--- src/verilog/plc_pkg.sv ---
// Constants, state types and parity helpers for the power line link engine.
package plc_pkg;

    localparam logic [7:0] ADDR_STATUS  = 8'h15;
    localparam logic [7:0] ADDR_IRQ     = 8'h16;
    localparam logic [7:0] ADDR_MASK    = 8'h17;
    localparam logic [7:0] ADDR_CONTROL = 8'h18;
    localparam logic [7:0] ADDR_IDENT   = 8'h19;
    localparam logic [7:0] ADDR_RX_ONE  = 8'h1a;
    localparam logic [7:0] ADDR_RX_TWO  = 8'h1b;
    localparam logic [7:0] ADDR_TADDR   = 8'h1c;
    localparam logic [7:0] ADDR_TBYTE   = 8'h1d;

    localparam int CTL_SEND  = 0;
    localparam int CTL_PAR   = 2;
    localparam int CTL_TUSEL = 4;
    localparam int CTL_TDIS  = 5;
    localparam int CTL_SINK  = 6;
    localparam logic [7:0] CTL_RESET = 8'h04;

    localparam int ST_DET  = 0;
    localparam int ST_NEW  = 1;
    localparam int ST_RXE  = 2;
    localparam int ST_TXP  = 3;
    localparam int ST_TXOK = 4;
    localparam int ST_TXE  = 5;
    localparam logic [5:0] BOTH_EDGE_SRC = 6'h09;

    localparam logic [1:0] PAR_ODD  = 2'h1;
    localparam logic [1:0] PAR_EVEN = 2'h2;

    localparam int CLK_PERIOD_NS = 5;
    localparam int UNIT0_NS      = 24000;
    localparam int UNIT1_NS      = 30000;
    localparam int UNIT0_CYC     = UNIT0_NS / CLK_PERIOD_NS;
    localparam int UNIT1_CYC     = UNIT1_NS / CLK_PERIOD_NS;
    localparam int TMR_W         = 13;

    localparam logic [10:0] PRE_BITS     = 11'h008;
    localparam logic [10:0] BYTE_BITS    = 11'h009;
    localparam logic [10:0] TX_POST_BITS = 11'h7d0;
    localparam logic [4:0]  DET_BITS     = 5'h04;
    localparam logic [4:0]  RX_POST_BITS = 5'h10;
    localparam logic [1:0]  RX_BYTES     = 2'h3;

    typedef enum logic [2:0] {
        PLC_TX_IDLE, PLC_TX_PRE, PLC_TX_DELIM, PLC_TX_BYTE, PLC_TX_POST
    } plc_tx_t;

    typedef enum logic [1:0] {
        PLC_RX_IDLE, PLC_RX_PRE, PLC_RX_DATA, PLC_RX_POST
    } plc_rx_t;

    // Parity bit that goes with a byte; a high bit when parity is off.
    function automatic logic plc_parity(input logic [1:0] mode, input logic [7:0] d);
        if (mode == PAR_ODD) begin
            return ~^d;
        end else if (mode == PAR_EVEN) begin
            return ^d;
        end
        return 1'b1;
    endfunction : plc_parity

    function automatic logic plc_parity_on(input logic [1:0] mode);
        return (mode == PAR_ODD) || (mode == PAR_EVEN);
    endfunction : plc_parity_on

endpackage : plc_pkg
--- src/verilog/plc_bit_timer.sv ---
// Bit time counter giving a mid-bit sample tick and an end-of-bit tick.
`timescale 1ns/1ps
module plc_bit_timer import plc_pkg::*; #(
    parameter int UNIT0 = UNIT0_CYC,
    parameter int UNIT1 = UNIT1_CYC
) (
    input  wire logic clk,      // System clock.
    input  wire logic rst,      // Synchronous reset, active high.
    input  wire logic ce,       // Clock enable.
    input  wire logic restart,  // Start a fresh bit period.
    input  wire logic unit_sel, // Selects the longer time unit.
    output logic      mid,      // Middle of the bit period.
    output logic      last      // Last cycle of the bit period.
);

    typedef struct packed {
        logic [TMR_W-1:0] cnt;
    } plc_tmr_t;

    plc_tmr_t         s;
    plc_tmr_t         next_s;
    logic [TMR_W-1:0] unit;

    assign unit = unit_sel ? TMR_W'(UNIT1) : TMR_W'(UNIT0);
    assign mid  = (s.cnt == (unit >> 1));
    assign last = (s.cnt == unit - TMR_W'(1));

    always_comb begin
        next_s = s;
        if (restart || last) begin
            next_s.cnt = '0;
        end else begin
            next_s.cnt = s.cnt + TMR_W'(1);
        end
    end

    always_ff @(posedge clk) begin
        if (rst) begin
            s <= '0;
        end else if (ce) begin
            s <= next_s;
        end
    end

endmodule : plc_bit_timer

--- src/verilog/plc_link.sv ---
// Power line link engine: registers, frame transmitter and frame receiver.
`timescale 1ns/1ps
module plc_link import plc_pkg::*; #(
    parameter int UNIT0 = UNIT0_CYC,
    parameter int UNIT1 = UNIT1_CYC
) (
    input  wire logic       clk,                 // System clock, 200 MHz.
    input  wire logic       rst,                 // Synchronous reset, active high.
    input  wire logic       ce,                  // Clock enable, freezes all state.
    input  wire logic [7:0] reg_addr,            // Register address.
    input  wire logic       reg_wr,              // Register write strobe.
    input  wire logic       reg_rd,              // Register read strobe.
    input  wire logic [7:0] reg_wdata,           // Register write data.
    output logic      [7:0] reg_rdata,           // Register read data.
    input  wire logic       line_in,             // Power line level seen at the pin.
    output logic            line_out,            // Level driven onto the line.
    output logic            line_oe_n,           // Low while the line is driven.
    output logic            sink_current_select, // Sink current level select.
    output logic            int_n                // Interrupt, active low.
);

    typedef struct packed {
        logic [1:0]  sync;
        logic        line_d;
        logic [5:0]  mask;
        logic        sink;
        logic        tdis;
        logic        tusel;
        logic [1:0]  par;
        logic        send;
        logic [7:0]  taddr;
        logic [7:0]  tbyte;
        logic [5:0]  stat;
        logic [5:0]  stat_d;
        logic [5:0]  irqf;
        logic [7:0]  accessory_identifier;
        logic [7:0]  rx_one;
        logic [7:0]  rx_two;
        logic [2:0]  seen;
        logic [7:0]  rdata;
        logic        int_n;
        logic        line_o;
        logic        line_oe_n;
        plc_tx_t     tx;
        logic [10:0] tx_cnt;
        logic [8:0]  tx_sh;
        logic        tx_idx;
        plc_rx_t     rx;
        logic [3:0]  rx_bit;
        logic [1:0]  rx_idx;
        logic [4:0]  rx_run;
        logic [8:0]  rx_sh;
        logic [23:0] rx_buf;
    } plc_state_t;

    plc_state_t s;
    plc_state_t next_s;

    logic       line_s;
    logic       rx_edge;
    logic       tx_start;
    logic       tx_mid;
    logic       tx_last;
    logic       rx_mid;
    logic       rx_last;
    logic [5:0] set_st;
    logic [5:0] clr_st;
    logic [5:0] irq_clr;
    logic [5:0] rise;
    logic [5:0] fall;
    logic [2:0] seen_now;
    logic       tx_drive;

    // The second synchroniser stage is the line level the logic works on.
    assign line_s  = s.sync[1];
    assign rx_edge = s.sync[1] ^ s.line_d;

    assign tx_start = reg_wr && (reg_addr == ADDR_CONTROL) && reg_wdata[CTL_SEND]
                      && (s.tx == PLC_TX_IDLE);

    assign tx_drive = (s.tx == PLC_TX_PRE) || (s.tx == PLC_TX_DELIM)
                      || (s.tx == PLC_TX_BYTE);

    plc_bit_timer #(
        .UNIT0 (UNIT0),
        .UNIT1 (UNIT1)
    ) u_tx_timer (
        .clk      (clk),
        .rst      (rst),
        .ce       (ce),
        .restart  (tx_start),
        .unit_sel (s.tusel),
        .mid      (tx_mid),
        .last     (tx_last)
    );

    // The receive timer realigns on every line edge so sampling tracks the sender.
    plc_bit_timer #(
        .UNIT0 (UNIT0),
        .UNIT1 (UNIT1)
    ) u_rx_timer (
        .clk      (clk),
        .rst      (rst),
        .ce       (ce),
        .restart  (rx_edge),
        .unit_sel (s.tusel),
        .mid      (rx_mid),
        .last     (rx_last)
    );

    always_comb begin
        next_s   = s;
        set_st   = '0;
        clr_st   = '0;
        irq_clr  = '0;
        seen_now = '0;
        rise     = s.stat & ~s.stat_d;
        fall     = ~s.stat & s.stat_d & BOTH_EDGE_SRC;

        next_s.sync   = {s.sync[0], line_in};
        next_s.line_d = s.sync[1];

        // Register writes.
        if (reg_wr) begin
            case (reg_addr)
                ADDR_MASK: begin
                    next_s.mask = reg_wdata[5:0];
                end
                ADDR_CONTROL: begin
                    next_s.sink  = reg_wdata[CTL_SINK];
                    next_s.tdis  = reg_wdata[CTL_TDIS];
                    next_s.tusel = reg_wdata[CTL_TUSEL];
                    next_s.par   = reg_wdata[CTL_PAR +: 2];
                end
                ADDR_TADDR: begin
                    next_s.taddr = reg_wdata;
                end
                ADDR_TBYTE: begin
                    next_s.tbyte = reg_wdata;
                end
                default: begin
                end
            endcase
        end

        // Register reads and their side effects.
        if (reg_rd) begin
            case (reg_addr)
                ADDR_STATUS: begin
                    next_s.rdata = {2'h0, s.stat};
                end
                ADDR_IRQ: begin
                    next_s.rdata = {2'h0, s.irqf};
                    irq_clr      = s.irqf;
                end
                ADDR_MASK: begin
                    next_s.rdata = {2'h0, s.mask};
                end
                ADDR_CONTROL: begin
                    next_s.rdata = {1'b0, s.sink, s.tdis, s.tusel, s.par, 1'b0, s.send};
                end
                ADDR_IDENT: begin
                    next_s.rdata = s.accessory_identifier;
                    seen_now[0]  = 1'b1;
                end
                ADDR_RX_ONE: begin
                    next_s.rdata = s.rx_one;
                    seen_now[1]  = 1'b1;
                end
                ADDR_RX_TWO: begin
                    next_s.rdata = s.rx_two;
                    seen_now[2]  = 1'b1;
                end
                ADDR_TADDR: begin
                    next_s.rdata = s.taddr;
                end
                ADDR_TBYTE: begin
                    next_s.rdata = s.tbyte;
                end
                default: begin
                    next_s.rdata = 8'h00;
                end
            endcase
        end

        next_s.seen = s.seen | seen_now;
        if (&next_s.seen) begin
            clr_st[ST_NEW] = 1'b1;
            next_s.seen    = '0;
        end

        // Transmitter.
        if (tx_drive && tx_mid && (line_s != s.line_o)) begin
            next_s.send      = 1'b0;
            set_st[ST_TXE]   = 1'b1;
            clr_st[ST_TXP]   = 1'b1;
            next_s.line_oe_n = 1'b1;
            next_s.line_o    = 1'b0;
            next_s.tx        = PLC_TX_IDLE;
        end else begin
            unique case (s.tx)
                PLC_TX_IDLE: begin
                    if (tx_start) begin
                        next_s.send      = 1'b1;
                        clr_st[ST_TXE]   = 1'b1;
                        clr_st[ST_TXOK]  = 1'b1;
                        set_st[ST_TXP]   = 1'b1;
                        next_s.tx        = PLC_TX_PRE;
                        next_s.tx_cnt    = '0;
                        next_s.line_o    = 1'b1;
                        next_s.line_oe_n = 1'b0;
                    end
                end
                PLC_TX_PRE: begin
                    if (tx_last) begin
                        if (s.tx_cnt == PRE_BITS - 11'h1) begin
                            next_s.tx     = PLC_TX_DELIM;
                            next_s.line_o = 1'b0;
                        end else begin
                            next_s.tx_cnt = s.tx_cnt + 11'h1;
                        end
                    end
                end
                PLC_TX_DELIM: begin
                    if (tx_last) begin
                        next_s.tx     = PLC_TX_BYTE;
                        next_s.tx_sh  = {s.taddr, plc_parity(s.par, s.taddr)};
                        next_s.line_o = s.taddr[7];
                        next_s.tx_idx = 1'b0;
                        next_s.tx_cnt = '0;
                    end
                end
                PLC_TX_BYTE: begin
                    if (tx_last) begin
                        if (s.tx_cnt != BYTE_BITS - 11'h1) begin
                            next_s.tx_sh  = {s.tx_sh[7:0], 1'b0};
                            next_s.line_o = s.tx_sh[7];
                            next_s.tx_cnt = s.tx_cnt + 11'h1;
                        end else if (!s.tx_idx) begin
                            next_s.tx_sh  = {s.tbyte, plc_parity(s.par, s.tbyte)};
                            next_s.line_o = s.tbyte[7];
                            next_s.tx_idx = 1'b1;
                            next_s.tx_cnt = '0;
                        end else begin
                            next_s.send     = 1'b0;
                            set_st[ST_TXOK] = 1'b1;
                            next_s.tx_cnt   = '0;
                            next_s.line_o   = 1'b0;
                            if (s.tdis) begin
                                clr_st[ST_TXP]   = 1'b1;
                                next_s.line_oe_n = 1'b1;
                                next_s.tx        = PLC_TX_IDLE;
                            end else begin
                                next_s.tx = PLC_TX_POST;
                            end
                        end
                    end
                end
                PLC_TX_POST: begin
                    if (tx_last) begin
                        if (s.tx_cnt == TX_POST_BITS - 11'h1) begin
                            clr_st[ST_TXP]   = 1'b1;
                            next_s.line_oe_n = 1'b1;
                            next_s.tx        = PLC_TX_IDLE;
                        end else begin
                            next_s.tx_cnt = s.tx_cnt + 11'h1;
                        end
                    end
                end
            endcase
        end

        // Receiver; it stands idle while this end owns the line.
        if (s.tx != PLC_TX_IDLE) begin
            next_s.rx      = PLC_RX_IDLE;
            next_s.rx_run  = '0;
            clr_st[ST_DET] = 1'b1;
        end else if (rx_mid) begin
            unique case (s.rx)
                PLC_RX_IDLE: begin
                    if (!line_s) begin
                        next_s.rx_run = '0;
                    end else if (s.rx_run == DET_BITS - 5'h1) begin
                        next_s.rx      = PLC_RX_PRE;
                        set_st[ST_DET] = 1'b1;
                        clr_st[ST_RXE] = 1'b1;
                    end else begin
                        next_s.rx_run = s.rx_run + 5'h1;
                    end
                end
                PLC_RX_PRE: begin
                    if (!line_s) begin
                        next_s.rx     = PLC_RX_DATA;
                        next_s.rx_bit = '0;
                        next_s.rx_idx = '0;
                    end
                end
                PLC_RX_DATA: begin
                    next_s.rx_sh = {s.rx_sh[7:0], line_s};
                    if (s.rx_bit != 4'(BYTE_BITS - 11'h1)) begin
                        next_s.rx_bit = s.rx_bit + 4'h1;
                    end else if (plc_parity_on(s.par)
                                 && (plc_parity(s.par, s.rx_sh[7:0]) != line_s)) begin
                        set_st[ST_RXE] = 1'b1;
                        clr_st[ST_DET] = 1'b1;
                        next_s.rx      = PLC_RX_IDLE;
                        next_s.rx_run  = '0;
                    end else begin
                        next_s.rx_buf = {s.rx_buf[15:0], s.rx_sh[7:0]};
                        next_s.rx_bit = '0;
                        if (s.rx_idx == RX_BYTES - 2'h1) begin
                            next_s.rx      = PLC_RX_POST;
                            next_s.rx_run  = '0;
                            clr_st[ST_DET] = 1'b1;
                        end else begin
                            next_s.rx_idx = s.rx_idx + 2'h1;
                        end
                    end
                end
                PLC_RX_POST: begin
                    if (line_s) begin
                        set_st[ST_RXE] = 1'b1;
                        next_s.rx      = PLC_RX_IDLE;
                        next_s.rx_run  = '0;
                    end else if (s.rx_run == RX_POST_BITS - 5'h1) begin
                        next_s.accessory_identifier  = s.rx_buf[23:16];
                        next_s.rx_one  = s.rx_buf[15:8];
                        next_s.rx_two  = s.rx_buf[7:0];
                        set_st[ST_NEW] = 1'b1;
                        next_s.seen    = '0;
                        next_s.rx      = PLC_RX_IDLE;
                        next_s.rx_run  = '0;
                    end else begin
                        next_s.rx_run = s.rx_run + 5'h1;
                    end
                end
            endcase
        end

        // A flag set in the same cycle as its clear stays set.
        next_s.stat   = (s.stat & ~clr_st) | set_st;
        next_s.stat_d = s.stat;
        next_s.irqf   = (s.irqf & ~irq_clr) | rise | fall;
        next_s.int_n  = ~|(next_s.irqf & next_s.mask);
    end

    always_ff @(posedge clk) begin
        if (rst) begin
            s           <= '0;
            s.par       <= CTL_RESET[CTL_PAR +: 2];
            s.tx        <= PLC_TX_IDLE;
            s.rx        <= PLC_RX_IDLE;
            s.int_n     <= 1'b1;
            s.line_oe_n <= 1'b1;
        end else if (ce) begin
            s <= next_s;
        end
    end

    assign reg_rdata           = s.rdata;
    assign line_out            = s.line_o;
    assign line_oe_n           = s.line_oe_n;
    assign sink_current_select = s.sink;
    assign int_n               = s.int_n;

endmodule : plc_link

--- config.mk ---
export PLATFORM = sky130hd
export DESIGN_NAME = plc_link
export DESIGN_NICKNAME = d
export VERILOG_FILES = /design/src/verilog/plc_pkg.sv /design/src/verilog/plc_bit_timer.sv /design/src/verilog/plc_link.sv
export SDC_FILE = /design/constraint.sdc
export NUM_CORES = 1
export LEC_CHECK = 0
export ABC_AREA = 1
export BUFFER_PORTS_ARGS = -buffer_cell sky130_fd_sc_hd__buf_2
export CAP_MARGIN = 20
export CORE_MARGIN = 10
export CORE_UTILIZATION = 45
export DETAILED_ROUTE_END_ITERATION = 8
export GPL_TIMING_DRIVEN = 0
export PLACE_DENSITY_LB_ADDON = 0.12
export REMOVE_ABC_BUFFERS = 1
export SYNTH_ARGS = -nofsm -noshare
export SYNTH_HDL_FRONTEND = slang
export SYNTH_SLANG_ARGS = --single-unit
--- constraint.sdc ---
create_clock -name clk -period 5.35 [get_ports clk]
set_input_delay 0.2675 -clock clk [delete_from_list [all_inputs] [get_ports clk]]
set_output_delay 0.2675 -clock clk [all_outputs]
set_load 0.05 [all_outputs]
==> metrics list <==
* Run status: finished clean
- Across the run, the number of max-cap violations was 0.
- Counting every instance in the synthesized netlist gives 1365.
* Setup slack, reg-to-reg: 2.39 ns
- At the later pin of the worst-skew pair, clock insertion delay measures roughly 0.43 ns.
- The critical path goes through nor2_1 -> inv_2 -> nor2_1 -> inv_2 -> nor3_1 -> nor2_1 -> o21ai_1 -> nor3b_1.
* Number of buffers inserted during clock tree synthesis: 17
- Slowest-stage cell, CP: o21ai_1
- For this run, the number of Yosys warnings is 0.
* Number of design-rule violations left by the first detailed-router iteration: 705
- The finished layout holds 1650 standard cells, fillers aside.
- The die is 166.3 microns tall.
* Clock buffer depth: 2
- Total grt overflow: 0
- The floorplan step defined a die boundary enclosing around 28000 sq um.
* Number of antenna violations at the first check in global routing: 0
- Remaining DRCs: 0
- IO buf count: 33
- The net count of the finished layout is 1397.
- Post-route clock period utilization: 55.24%
- Setup violations remaining at the end of the flow were counted as 0.
- In the final timing run, aggregate negative setup slack is 0 ns.
* CP Capture Type: flop
* Placeable core region: between 20000 and 25000 sq um
- The tree is rooted in a clkbuf_16.
- Worst clock skew: around 0.011 ns
* Fraction of synthesized cell area in xor and xnor cells: 3.713%
* Number of global-route vias before repair: ~8k
* Unrepaired setup endpoints after global routing: no
- Of all nets on the critical path, the largest fanout is 12.
- The die is around 170 microns wide.
* Largest family of logic cells by synthesized area: simple AND/OR/NAND/NOR gates
- Post-cts sizing count: 0
- Utilization after layout: around 50%
- Cell area after synthesis: 9637 sq um
- After detailed routing, the number of vias per cell comes to a little over 5.
- Combinational cell fraction of total power: 9.9%
* Count of hold buffers inserted by post-cts repair: 0
* Worst endpoint required time: 5.63 ns
- Synthesized-area fraction occupied by ao, oa, aoi and oai cells: 19.70%
* Cell area power density: around 280 nW/um^2
- Gp weighted congestion: 0.8375
* Critical path buffer and inverter count: 2
* Seq/Total Area, Yosys: a little under two fifths
- The final-report max-slew violation count was 0.
* Delay-heaviest family, CP: simple AND/OR/NAND/NOR gates
* FF+latch count, synth: 181
* Total count of hold-check failures in the final report: 0
* Total iterations of the first detailed-routing run: 6
* Share of synthesized cell area in full adder, half adder and majority cells: between 1.5 and 2%
- The worst-case IR drop observed on VDD is between 0.15 and 0.2 mV.
- Area grow syn2layout: 8.647%
- The H-tree was split into 4 levels.
- For this block, the via count after detailed routing is between 8k and 9k.
* Slowest stage delay, CP: between 0.7 and 0.8 ns
- STA puts the critical path data arrival time at 3.24 ns.
- Hold timing on the final database bottoms out at a slack of between 0.09 and 0.1 ns.
* Class of the most critical hold timing path: input port to flop
- After clock tree synthesis, the setup repair step added 0 buffers.
* Net switching share of the total power: 28.72%
* TritonCTS clock tree: done
- The clock net in this run drives a total of approximately 180 sinks.
- Of the total synthesized cell area, the portion taken by AND, OR, NAND and NOR gates is 25.75%.
- Total Routed Length: between 20 and 25 mm
- Headroom to the max-slew limit came out at 39.48%.
- Cell Count Post-Placement: roughly 1.6k
- For the pin with the worst max-slew slack, the measured transition is 0.9017 ns.
- The routed design could run at a clock period as short as 2.955 ns.
* Clock network power share: between 40% and 50%
* Largest net degree at the start of global routing: 50
* Critical path start-end classification: flop to flop
- Counting stages on the worst path, the most repeated cell is nor2_1.
* Number of primary I/O pins: 34
* Wire length of the first global-routing pass: between 30 and 40 mm
- STA classifies the critical path startpoint as a flop.
- Clock slew at the register clock pins of the worst setup and hold paths: 0.07 ns
- The analysis attributes to cell leakage a power of 4.092 nW.
- Gr usage total: between 15 and 20%
- Number of antenna cells inserted: 0
* Maximum achievable frequency: 338.4 MHz
- Internal power comes to ~2.1 mW.
- Starting density of the core: 45.84%
- Averaged over all synthesized cells, the footprint is 7.060 sq um.
- In the final layout, the share of cells above drive strength 1 is 11.27%.
- Proportion of synthesized area in mux cells: 0%
- Summed over all nets, the switching power comes to between 0.8 and 0.9 mW.
- Unique masters post-synth: 50
- Once detailed placement completed, the half-perimeter wirelength came to 17.40 mm.
* Antenna Violating Nets Remaining: 0
- The filler cells instantiated in the layout total 2106.
* DR WL/cell: 14.54 microns
* Sequential Power Share: 48.3%
- The initialized floorplan defines 53 standard-cell rows.
## final timing paths
check / cells past startpoint / start / to
max: 8 / s[67]$_SDFFE_PP0P_ / u_tx_timer.s[11]$_SDFFE_PP0P_
min: 3 / line_in / next_s[156]$_SDFFE_PP0P_
max reg2reg: 8 / s[67]$_SDFFE_PP0P_ / u_tx_timer.s[11]$_SDFFE_PP0P_
min reg2reg: 2 / s[97]$_SDFFE_PP0P_ / s[97]$_SDFFE_PP0P_
## metal layers
layer  track usage (%)  part of all wire [%]  vias to the layer above
li1                  -                     -                     4465
met1             22.92                    49                     3909
met3             2.887                   3.7                       19
met2             27.73                    46                      134
met5                 0                     0                        -
met4             3.971                  0.90                        0
## state kept, by name, indices dropped and copies added, names as in the netlist
register and flops:
line_out 1, u_tx_timer.s 13, int_n 1, next_s 7
s 135, u_rx_timer.s 13, sink_current_select 1, reg_rdata 8
line_s 1, line_oe_n 1
## cells by family after synthesis
logic type | count (synthesis)
simple gates | 553
flops | 181
xor+xnor | 40
compound gates | 308
fa+ha+maj | 13
buf+inv | 270
## power groups by stage
| stage | logic [mW] | clock network (mW) | registers [mW] |
|---|---|---|---|
| after floorplan | 0.190 | 0 | 1.45 |
| after global placement | 0.283 | 0 | 1.44 |
| after detailed placement | 0.288 | 0 | 1.45 |
| after CTS | 0.290 | 1.25 | 1.41 |
| after global routing | 0.328 | 1.31 | 1.42 |
| final | 0.290 | 1.22 | 1.41 |
## worst register-to-register path, delay by kind of cell (launching register included)
kind / cells / cell delay, ns
flip-flops: 1 / 0.35
AO/OA/AOI/OAI: 1 / 0.71
AND/OR/NAND/NOR: 5 / 1.42
buffers and inverters: 2 / 0.34
## cells in the mapped netlist, drive strengths merged
cell type / count / area share (%)
nand4: 28 / 1.8
and3: 3 / 0.19
and2: 1 / 0.065
nor3b: 5 / 0.39
xnor2: 16 / 1.5
dfxtp: 181 / 38
o221ai: 6 / 0.55
nand3b: 1 / 0.078
nand2: 235 / 9.3
xor2: 24 / 2.3
clkbuf: 25 / 0.97
o21a: 2 / 0.16
o2111ai: 3 / 0.27
nor3: 17 / 1.1
or2: 5 / 0.35
inv: 211 / 8.2
o21ai: 109 / 5.7
buf: 33 / 2.3
nor2: 175 / 7.5
o31ai: 1 / 0.078
a21boi: 2 / 0.16
nand3: 78 / 4.4
a21oi: 108 / 5.6
ha: 13 / 1.7
o21bai: 4 / 0.31
clkinv: 1 / 0.052
nor4: 5 / 0.55
a31oi: 6 / 0.39
o22ai: 17 / 1.1
o221a: 1 / 0.12
a211oi: 39 / 4.4
o211ai: 10 / 0.78
## final cells by class
type                       instances  area, sq um  area share, %
multi-input combinational        914         4905          46.85
clock buffer                      17        425.4          4.063
sequential                       181         3623          34.61
clock inverter                    15        140.1          1.338
timing repair buffer              36        235.2          2.247
tap                              275        344.1          3.286
inverter                         212        797.0          7.612
## stage by stage
stage	power, mW	cell area [sq um]	setup WS [ns]
2_1_floorplan	1.636	9320	2.505
3_3_place_gp	1.728	9829	0.4914
4_1_cts	2.954	10470	2.371
5_1_grt	3.056	10470	2.056
6_report	2.926	10470	2.395
3_5_place_dp	1.734	9905	2.398
## layout by cell type (no fill, tap or decap), types with 4 or more instances in the layout
cell,n
dfxtp_1,181
inv_8,5
nor3b_1,5
a211oi_2,27
nand4_1,28
o21ai_1,13
clkbuf_16,17
nor2_1,162
nor3_1,13
nor2_4,6
o221ai_1,6
nor2_2,7
nand2_2,7
a211oi_1,12
o22ai_1,17
nor3_2,4
o21bai_1,4
ha_1,13
nand3_1,70
nand2_1,228
a21oi_1,108
inv_2,19
o21ai_0,94
nand3_2,8
inv_1,192
o211ai_1,10
xor2_1,23
buf_2,32
xnor2_1,16
a31oi_1,6
Power figures use the tool's default switching activity.
